[src/shared/pcfg_params.svh]
/*
 port configuration constants: mode codes, pin positions, sync reset value.
 assumes inclusion by bare name from the package and the modules.
*/
`ifndef PCFG_PARAMS_SVH
`define PCFG_PARAMS_SVH
`define PCFG_WIDTH       8
`define PCFG_MODE_QUASI  2'b00
`define PCFG_MODE_PUSH   2'b01
`define PCFG_MODE_HIZ    2'b10
`define PCFG_MODE_OPEN   2'b11
`define PCFG_BIT_CAN_RX  0
`define PCFG_BIT_CAN_TX  1
`define PCFG_BIT_CAP_LO  2
`define PCFG_BIT_CAP_HI  5
`define PCFG_BIT_ANA_LO  2
`define PCFG_BIT_ANA_HI  7
`define PCFG_BIT_SCL     6
`define PCFG_BIT_SDA     7
`define PCFG_RESET_PULL  8'h03
`define PCFG_WEAK_HOLD   2'h2
`define PCFG_SYNC_INIT   8'hff
`endif

[src/shared/pcfg_pkg.sv]
/*
 types for the port configuration block.
 assumes pcfg_params.svh is on the include path.
*/
`include "pcfg_params.svh"
package pcfg_pkg;
    typedef enum logic [1:0] {
        PCFG_QUASI_E = 2'b00,
        PCFG_PUSH_E  = 2'b01,
        PCFG_HIZ_E   = 2'b10,
        PCFG_OPEN_E  = 2'b11
    } pcfg_mode_e;
    typedef logic [`PCFG_WIDTH-1:0] pcfg_byte_t;
endpackage

[src/shared/pcfg_pin_if.sv]
/*
 per-pin drive controls passed from the port top to the pad driver.
 assumes one clock domain; no timing inside.
*/
`timescale 1ns/1ns
interface pcfg_pin_if #(parameter int WIDTH = 8);
    logic [WIDTH-1:0] mode_a;
    logic [WIDTH-1:0] mode_b;
    logic [WIDTH-1:0] out_val;
    logic [WIDTH-1:0] strong_hi;
    logic [WIDTH-1:0] drv_oe;
    logic [WIDTH-1:0] weak_pull;
    modport ctrl (output mode_a, output mode_b, output out_val, output strong_hi,
                  input drv_oe, input weak_pull);
    modport pad  (input mode_a, input mode_b, input out_val, input strong_hi,
                  output drv_oe, output weak_pull);
endinterface

[src/pcfg_port.sv]
/*
 eight-pin configurable i/o port with alternate functions.
 assumes mode bits and latch come from software, peripherals on the same clock,
 and a board resolver that forms each pin level from the enables.
*/
`timescale 1ns/1ns
`include "pcfg_params.svh"

module pcfg_port
    import pcfg_pkg::*;
#(
    parameter int WIDTH = `PCFG_WIDTH
) (
    input  wire logic             sys_clk_in,
    input  wire logic             rst_b_in,
    input  wire logic [WIDTH-1:0] pin_mode_select_a_in,
    input  wire logic [WIDTH-1:0] pin_mode_select_b_in,
    input  wire logic [WIDTH-1:0] port_latch_in,
    input  wire logic             can_tx_en_in,
    input  wire logic             can_tx_in,
    input  wire logic             i2c_scl_drive_low_in,
    input  wire logic             i2c_sda_drive_low_in,
    input  wire logic             prog_mode_in,
    input  wire logic [WIDTH-1:0] pin_in,
    output logic      [WIDTH-1:0] pin_out,
    output logic      [WIDTH-1:0] pin_oe_out,
    output logic      [WIDTH-1:0] pin_pullup_out,
    output logic      [WIDTH-1:0] port_read_out,
    output logic                  can_rx_in_out,
    output logic      [3:0]       capture_out,
    output logic      [3:0]       ext_irq_out,
    output logic      [5:0]       analog_sel_out,
    output logic                  i2c_scl_out,
    output logic                  i2c_sda_out,
    output logic      [WIDTH-1:0] prog_addr_lo_out
);
    // elaboration check: pin positions are fixed for an eight-pin port
    if (WIDTH != `PCFG_WIDTH) begin : gen_width_check
        $error("pcfg_port serves exactly eight pins");
    end

    ////////////////////////////////////////////////////////////////////////////
    // input synchroniser
    logic [WIDTH-1:0] pin_sync;

    pcfg_sync #(
        .WIDTH      (WIDTH)
    ) u_sync (
        .sys_clk_in (sys_clk_in),
        .rst_b_in   (rst_b_in),
        .async_in   (pin_in),
        .sync_out   (pin_sync)
    );

    ////////////////////////////////////////////////////////////////////////////
    // registered state: effective mode bits, output value, strong-high pulse
    logic [WIDTH-1:0] mode_a_q;
    logic [WIDTH-1:0] mode_a_d;
    logic [WIDTH-1:0] mode_b_q;
    logic [WIDTH-1:0] mode_b_d;
    logic [WIDTH-1:0] out_q;
    logic [WIDTH-1:0] out_d;
    logic [WIDTH-1:0] strong_q;
    logic [WIDTH-1:0] strong_d;
    logic [WIDTH-1:0] read_q;
    logic [WIDTH-1:0] read_d;
    logic [WIDTH-1:0] addr_q;
    logic [WIDTH-1:0] addr_d;
    logic             run_q;
    logic             run_d;

    always_comb begin
        mode_a_d = pin_mode_select_a_in;
        mode_b_d = pin_mode_select_b_in;
        // i2c pins: force quasi to hiz and push-pull to open drain
        mode_a_d[`PCFG_BIT_SCL] = 1'b1;
        mode_a_d[`PCFG_BIT_SDA] = 1'b1;
        out_d = port_latch_in;
        if (can_tx_en_in) begin
            out_d[`PCFG_BIT_CAN_TX] = can_tx_in;
        end
        out_d[`PCFG_BIT_SCL] = port_latch_in[`PCFG_BIT_SCL] & ~i2c_scl_drive_low_in;
        out_d[`PCFG_BIT_SDA] = port_latch_in[`PCFG_BIT_SDA] & ~i2c_sda_drive_low_in;
        if (prog_mode_in) begin
            // programmer owns the pins: release all drivers
            mode_a_d = {WIDTH{1'b1}};
            mode_b_d = '0;
        end
        // one-cycle strong high on a quasi pin going low to high
        strong_d = out_d & ~out_q;
        read_d   = pin_sync;
        addr_d   = prog_mode_in ? pin_sync : addr_q;
        run_d    = 1'b1;
    end

    always_ff @(posedge sys_clk_in or negedge rst_b_in) begin
        if (!rst_b_in) begin
            mode_a_q <= '0;
            mode_b_q <= '0;
            out_q    <= '1;
            strong_q <= '0;
            read_q   <= '1;
            addr_q   <= '0;
            run_q    <= 1'b0;
        end else begin
            mode_a_q <= mode_a_d;
            mode_b_q <= mode_b_d;
            out_q    <= out_d;
            strong_q <= strong_d;
            read_q   <= read_d;
            addr_q   <= addr_d;
            run_q    <= run_d;
        end
    end

    ////////////////////////////////////////////////////////////////////////////
    // pad drivers
    pcfg_pin_if #(.WIDTH(WIDTH)) pins ();

    assign pins.mode_a    = mode_a_q;
    assign pins.mode_b    = mode_b_q;
    assign pins.out_val   = out_q;
    assign pins.strong_hi = strong_q;

    pcfg_pad u_pad (
        .pins (pins)
    );

    ////////////////////////////////////////////////////////////////////////////
    // outputs; reset held combinationally so it acts without a clock
    logic rst_now;
    assign rst_now = ~rst_b_in | ~run_q;

    always_comb begin
        if (rst_now) begin
            pin_oe_out     = '0;
            pin_pullup_out = WIDTH'(`PCFG_RESET_PULL);
        end else begin
            pin_oe_out     = pins.drv_oe;
            pin_pullup_out = pins.weak_pull;
        end
    end

    assign pin_out          = out_q;
    assign port_read_out    = read_q;
    assign can_rx_in_out    = read_q[`PCFG_BIT_CAN_RX];
    assign capture_out      = read_q[`PCFG_BIT_CAP_HI:`PCFG_BIT_CAP_LO];
    assign ext_irq_out      = read_q[`PCFG_BIT_CAP_HI:`PCFG_BIT_CAP_LO];
    assign analog_sel_out   = mode_a_q[`PCFG_BIT_ANA_HI:`PCFG_BIT_ANA_LO]
                            & ~mode_b_q[`PCFG_BIT_ANA_HI:`PCFG_BIT_ANA_LO];
    assign i2c_scl_out      = read_q[`PCFG_BIT_SCL];
    assign i2c_sda_out      = read_q[`PCFG_BIT_SDA];
    assign prog_addr_lo_out = addr_q;
endmodule

[src/pcfg_sync.sv]
/*
 two-flop synchroniser for the port pin inputs.
 assumes asynchronous inputs; only the second stage is read outside.
*/
`timescale 1ns/1ns
`include "pcfg_params.svh"
module pcfg_sync
    import pcfg_pkg::*;
#(
    parameter int WIDTH = 8
) (
    input  wire logic             sys_clk_in,
    input  wire logic             rst_b_in,
    input  wire logic [WIDTH-1:0] async_in,
    output logic      [WIDTH-1:0] sync_out
);
    // elaboration check: at least one bit to synchronise
    if (WIDTH < 1) begin : gen_width_check
        $error("pcfg_sync needs at least one bit");
    end

    logic [WIDTH-1:0] meta_q;
    logic [WIDTH-1:0] meta_d;
    logic [WIDTH-1:0] stab_q;
    logic [WIDTH-1:0] stab_d;

    always_comb begin
        meta_d = async_in;
        stab_d = meta_q;
    end

    always_ff @(posedge sys_clk_in or negedge rst_b_in) begin
        if (!rst_b_in) begin
            meta_q <= WIDTH'(`PCFG_SYNC_INIT);
            stab_q <= WIDTH'(`PCFG_SYNC_INIT);
        end else begin
            meta_q <= meta_d;
            stab_q <= stab_d;
        end
    end

    assign sync_out = stab_q;
endmodule

[src/pcfg_pad.sv]
/*
 per-pin pad driver: turns mode bits and output value into enables.
 assumes the top gates reset and the i2c pin restrictions.
*/
`timescale 1ns/1ns
`include "pcfg_params.svh"
module pcfg_pad
    import pcfg_pkg::*;
(
    pcfg_pin_if.pad pins
);
    function automatic logic drive_on(input logic [1:0] m, input logic v, input logic s);
        case (m)
            `PCFG_MODE_PUSH:  drive_on = 1'b1;
            `PCFG_MODE_OPEN:  drive_on = ~v;
            `PCFG_MODE_QUASI: drive_on = ~v | s;
            `PCFG_MODE_HIZ:   drive_on = 1'b0;
            default:          drive_on = 1'b0;
        endcase
    endfunction

    always_comb begin
        for (int i = 0; i < $bits(pins.drv_oe); i++) begin
            pins.drv_oe[i]    = drive_on({pins.mode_a[i], pins.mode_b[i]},
                                         pins.out_val[i], pins.strong_hi[i]);
            pins.weak_pull[i] = ({pins.mode_a[i], pins.mode_b[i]} == `PCFG_MODE_QUASI);
        end
    end
endmodule

[config.mk]
export PLATFORM = sky130hd
export DESIGN_NAME = pcfg_port
export DESIGN_NICKNAME = d
export VERILOG_FILES = /design/src/shared/pcfg_pkg.sv /design/src/shared/pcfg_pin_if.sv /design/src/pcfg_port.sv /design/src/pcfg_sync.sv /design/src/pcfg_pad.sv
export VERILOG_INCLUDE_DIRS = /design/src /design/src/shared
export SDC_FILE = /design/constraint.sdc
export NUM_CORES = 1
export LEC_CHECK = 0
export ABC_CLOCK_PERIOD_IN_PS = 1840
export BUFFER_PORTS_ARGS = -buffer_cell sky130_fd_sc_hd__buf_2
export CORE_ASPECT_RATIO = 1.5
export CORE_MARGIN = 3
export CORE_UTILIZATION = 26
export CTS_CLUSTER_SIZE = 25
export DETAILED_ROUTE_END_ITERATION = 10
export GPL_TIMING_DRIVEN = 0
export SLEW_MARGIN = 20
export SYNTH_ARGS = -nofsm -noshare
export SYNTH_HDL_FRONTEND = slang
export SYNTH_HIERARCHICAL = 1
export SYNTH_SLANG_ARGS = --single-unit
[constraint.sdc]
create_clock -name sys_clk_in -period 1.84 [get_ports sys_clk_in]
set_clock_uncertainty 0.15 [all_clocks]
set_input_delay 0.092 -clock sys_clk_in [delete_from_list [all_inputs] [get_ports sys_clk_in]]
set_output_delay 0.092 -clock sys_clk_in [all_outputs]
set_load 0.1 [all_outputs]
==> flow_summary.ini, run 1 <==
[critical_path]
timing.rr.start = prog_addr_lo_out[6]$_DFFE_PN0P_
cp_top_family = flip-flops
cp_max_fo = 4
crit_path_end_kind = primary output
cpPeakStageDelay_ns = 0.54
worstReg2RegEnd = prog_addr_lo_out[6]$_DFFE_PN0P_
arrival_ns = 1.52
worstSetupPathType = flop to primary output
required_ns = 1.60
start_kind = flop
r2r_cells = 1
cp.buffers_inverters = 1
slowest_stage = dfstp_2
path_cells = nor3b_1, a21oi_1, and3_2, buf_6
rrSetupSlack_ns = 0.93

[routing]
via_per_inst = 4.10
ant_nets = 0
drt_first_pass_iters = 4
drt_iter0_markers = 33
wl_per_cell_um = 13.1
wl_met3_um = 346
dr_wl_met2_um = 2780
drt-met1-wl_um = 2320
top_layer = met4
routed_wl_um = 5530
drc = 0
num_vias = 1735

[global_route]
gr-usage-all-layers_pct = 11.2
antenna_found_initial = 0
grt_pass1_wl_um = 8720
gr-total-overflow = 0
grt_max_degree = 28
grt_pass1_vias = 1856

[sta]
setup_ws_ns = 0.0821
fin_setup_tns_ns = 0
finalHoldViolCount = 0
worst_pin_slew_ns = 0.579
post-route-min-period_ns = 1.76
fmax_ghz = 0.569
drv_slew = 0
period_share_pct = 95.5
rsz0062_at_grt = no
finalSetupViolCount = 0
relSlewSlack_pct = 61.3

[clocking]
cts_tree = built
clock_latency_ns = 0.32
clockBufferDepth = 2
cts_made_buffers = 9
clock-root-buffer = clkbuf_16
cts.htree.levels = 3
clkSinkCount = 63
clk_pin_slew_ns = 0.05

[worst_hold_path]
holdPathEnd = u_sync/sync_out[0]$_DFF_PN1_
hp-class = flop to flop
hp-start = u_sync/meta_q[0]$_DFF_PN1_
min_path_cells = 0

[floorplan]
coreArea_um2 = 8570
die_w_um = 83.5
ios = 96
die_y_um = 122
num_rows = 41
die_area_um2 = 10200
floorplan.initialDensity_pct = 27.3

[placement]
post_dp_cell_area_um2 = 3000
globalplace.congestion = 0.766
dp_slack_ns = 0.0266
io_buffers = 93
dpl.hpwl_um = 3590

[power]
p_per_area_nw_per_um2 = 1090
p_leak_nw = 1.83
ir_drop_mv = 0.601
finalPower_mw = 4.16

[synthesis]
synth_cell_types = 20
avgSynthCellArea_um2 = 14.1
ys_warn_count = 6
syn-num-nets = 205
ys_seq_elements = 63
yosysSeqAreaShare_pct = 69.0
postSynthCellCount = 166
syn_area_um2 = 2340

[final_layout]
drive_above_1_share_pct = 61.7
layout.nets = 350
final_cell_mix = buf_2 (82), dlygate4sd3_1 (37), dfstp_2 (32)
syn2layout_area_growth_pct = 62.3
final_common_cell = buf_2
antennaDiodeCount = 0
stdcell_area_um2 = 3800

[status]
status = finished, final reports clean

[job]
max_cap_viol_count = 0
-- state kept, by name (all words and copies together) (netlist names) --
name              count
mode_a_q              7
mode_b_q              8
pin_out               8
pins.strong_hi        8
port_read_out         8
prog_addr_lo_out      8
u_sync/meta_q         8
u_sync/sync_out       8
-- synthesized netlist by cell type --
cell type / n / share of area (%)
mux2_4: 6 / 3.8
a21oi_1: 7 / 1.5
dfrtp_1: 31 / 33
buf_6: 2 / 0.96
and3_1: 14 / 3.7
buf_2: 1 / 0.21
nor2b_1: 21 / 5.6
dfstp_2: 32 / 36
or2_2: 5 / 1.3
nand3b_1: 2 / 0.64
nand2b_1: 7 / 1.9
nor2_1: 8 / 1.3
buf_4: 11 / 3.5
a211oi_1: 1 / 0.32
conb_1: 1 / 0.16
nor3b_1: 8 / 2.6
or2_1: 1 / 0.27
and2b_2: 4 / 1.5
mux2_2: 3 / 1.4
clkbuf_2: 1 / 0.21
-- what timing repair did --
action | in CTS | in global routing
cloned | 0 | 0
pin swaps | 0 | 0
hold buffers | 39 | 0
buffers inserted | 0 | 1
resized for setup | 12 | 9
hold endpoints to repair | 77 | 0
setup endpoints to repair | 15 | 11
-- power by group --
| part | switching (mW) | internal [mW] |
|---|---|---|
| Combinational | 0.662 | 0.246 |
| Sequential | 0.0509 | 1.50 |
| Clock | 0.545 | 1.15 |
-- worst max-delay path by stage --
stage / from / end / depth (start not counted)
3_5_place_dp: mode_a_q[6]$_DFF_PN0_ / pin_oe_out[5] / 3
3_3_place_gp: rst_b_in / pin_oe_out[5] / 4
4_1_cts: mode_a_q[6]$_DFF_PN0_ / analog_sel_out[5] / 3
5_1_grt: pin_out[4]$_DFF_PN1_ / pin_oe_out[4] / 4
2_1_floorplan: pin_out[1]$_DFF_PN1_ / pin_oe_out[1] / 3
6_report: pin_out[0]$_DFF_PN1_ / pin_oe_out[0] / 4
-- routing by layer --
metal	up-vias	track usage [%]
met5	-	0
met4	0	4.83
met3	9	4.03
met2	59	19.5
met1	842	12.5
li1	825	-
-- cell families (layout without fill, tap and decap cells) --
kind of cell,after synthesis,count (layout),share of synthesized area [%]
AND/OR/NAND/NOR,70,70,18.8
flip-flops,63,63,69.0
buffers and inverters,15,165,4.91
multiplexers,9,9,5.29
AO/OA/AOI/OAI,8,8,1.82
other,1,1,0.160
-- per-stage QoR --
stage / util, % / hold WS [ns] / instances
detailed placement: 35.0 / -0.180 / 367
global route: 44.4 / 0.206 / 423
CTS: 43.7 / 0.204 / 422
floorplan: - / -0.354 / 166
finish: 44.4 / 0.204 / 423
global placement: 34.6 / 0.0481 / 366
-- area by class of cell --
type	instances	area, um2
clock buffers	13	270
repair buffers	134	972
well taps	107	134
plain buffers	15	118
fillers	777	4760
multi-input cells	88	651
clock inverters	3	40.0
flip-flops and latches	63	1620
Note: power is estimated with default switching activity, not from simulation.
==> inputs of run 2 (changes only) <==
CTS_BUF_LIST = sky130_fd_sc_hd__clkbuf_16   (was default)
==> run 2 against run 1 <==
Compared with the run above: register-to-register slack about the same; worst hold slack about the same; largest cell class unchanged; core utilization decreased by 0.35 points; global-route usage about the same; largest power group unchanged; critical path type unchanged; sequential power about the same; count of clock-buffer cells in the layout decreased by 4; sequential share of layout area increased by 0.34 points; first-iteration DRC count decreased by 3.0%; cell count unchanged; die area unchanged.
==> flow_summary.ini, run 2 (synthesized netlist as in run 1, its figures left out) <==
[critical_path]
startpoint = mode_a_q[6]$_DFF_PN0_
cpPeakStageDelay_ns = 0.47
worstReg2RegEnd = prog_addr_lo_out[6]$_DFFE_PN0P_
arrival_ns = 1.52
r2r_cells = 1
slowest_stage = dfrtp_2
worstSetupPathType = flop to primary output
cp_max_fo = 10
start_kind = flop
path_cells = clkbuf_4, nand3b_1, buf_2
endpoint = pin_pullup_out[0]
required_ns = 1.60
crit_path_end_kind = primary output
rrSetupSlack_ns = 0.93
timing.rr.start = prog_addr_lo_out[6]$_DFFE_PN0P_

[worst_hold_path]
min_path_cells = 0
hp-class = flop to flop

[global_route]
grt_pass1_vias = 1857
antenna_found_initial = 0
gr-usage-all-layers_pct = 11.2
gr-total-overflow = 0
grt_max_degree = 28
grt_pass1_wl_um = 8710

[final_layout]
utilization_pct = 44.0
layout.nets = 350
drive_above_1_share_pct = 60.8
antennaDiodeCount = 0
final_cell_mix = buf_2 (82), dlygate4sd3_1 (37), dfstp_2 (32)
syn2layout_area_growth_pct = 61.1
final_common_cell = buf_2
stdcell_area_um2 = 3770

[sta]
period_share_pct = 95.5
rsz0062_at_grt = no
post-route-min-period_ns = 1.76
fin_setup_tns_ns = 0
finalHoldViolCount = 0
drv_slew = 0
relSlewSlack_pct = 61.3
holdWs_ns = 0.204
fmax_ghz = 0.569
finalSetupViolCount = 0
worst_pin_slew_ns = 0.579

[job]
max_cap_viol_count = 0

[clocking]
cts_made_buffers = 9
clockBufferDepth = 2
clock_latency_ns = 0.32
clk_pin_slew_ns = 0.05
cts_tree = built
clkSinkCount = 63
clock-root-buffer = clkbuf_16
cts.htree.levels = 3

[placement]
globalplace.congestion = 0.766
post_dp_cell_area_um2 = 3000
dpl.hpwl_um = 3590
io_buffers = 93

[routing]
drc = 0
num_vias = 1733
ant_nets = 0
drt_iter0_markers = 32
wl_per_cell_um = 13.1
drt_first_pass_iters = 4
routed_wl_um = 5530
via_per_inst = 4.10

[floorplan]
die_w_um = 83.5
die_area_um2 = 10200
coreArea_um2 = 8570
die_y_um = 122
ios = 96
floorplan.initialDensity_pct = 27.3
num_rows = 41

[power]
p_per_area_nw_per_um2 = 1070
p_leak_nw = 1.81
finalPower_mw = 4.02
ir_drop_mv = 0.601

[status]
status = finished, final reports clean
run 2: cell types whose count changed in the layout (fill, tap and decap cells not counted), sizes merged:
cell | before | now
inv | 0 | 1
clkinv | 2 | 5
clkbuf | 15 | 11
run 2: area by class of cell:
type | instances | area [um2]
repair buffers | 134 | 972
well taps | 107 | 134
plain buffers | 15 | 118
fillers | 781 | 4790
multi-input cells | 88 | 651
clock buffers | 9 | 225
clock inverters | 7 | 55.1
flip-flops and latches | 63 | 1620
run 2: power by group:
group / leakage (nW) / internal (mW) / switching, mW
sequential: 0.709 / 1.50 / 0.0509
combinational: 0.963 / 0.246 / 0.663
clock: 0.143 / 1.02 / 0.541
total: 1.81 / 2.77 / 1.25
run 2: metrics by stage:
step,cells,setup WS [ns]
after floorplan,166,0.0407
after global placement,366,-0.677
after detailed placement,367,0.0266
after CTS,422,0.00328
after global routing,423,0.00331
final,423,0.0828
run 2: how the worst min path moves through the flow:
stage | startpoint | to | slack (ns)
floorplan | rst_b_in | mode_a_q[0]$_DFF_PN0_ | -0.35
global placement | pin_in[5] | u_sync/meta_q[5]$_DFF_PN1_ | 0.05
detailed placement | rst_b_in | prog_addr_lo_out[2]$_DFFE_PN0P_ | -0.18
CTS | u_sync/meta_q[0]$_DFF_PN1_ | u_sync/sync_out[0]$_DFF_PN1_ | 0.20
global route | u_sync/meta_q[3]$_DFF_PN1_ | u_sync/sync_out[3]$_DFF_PN1_ | 0.21
finish | u_sync/meta_q[3]$_DFF_PN1_ | u_sync/sync_out[3]$_DFF_PN1_ | 0.20
run 2: timing repair:
action	4_1_cts	5_1_grt
endpoints found under the setup margin	15	11
setup buffers	0	1
hold buffers	39	0
resized for setup	12	9
endpoints found under the hold margin	77	0
run 2: routing by layer:
metal / global-route usage (%) / vias to the layer above / wire (um)
met4: 4.83 / 0 / 91
met2: 19.5 / 59 / 2770
li1: - / 823 / -
met5: 0 / - / 0
met1: 12.4 / 842 / 2330
met3: 4.03 / 9 / 346
run 2: worst max-delay path: cells and delay by family (launching register included):
family | cells | cell delay, ns
DFF | 1 | 0.47
buffers and inverters | 2 | 0.64
and+or+nand+nor | 1 | 0.09
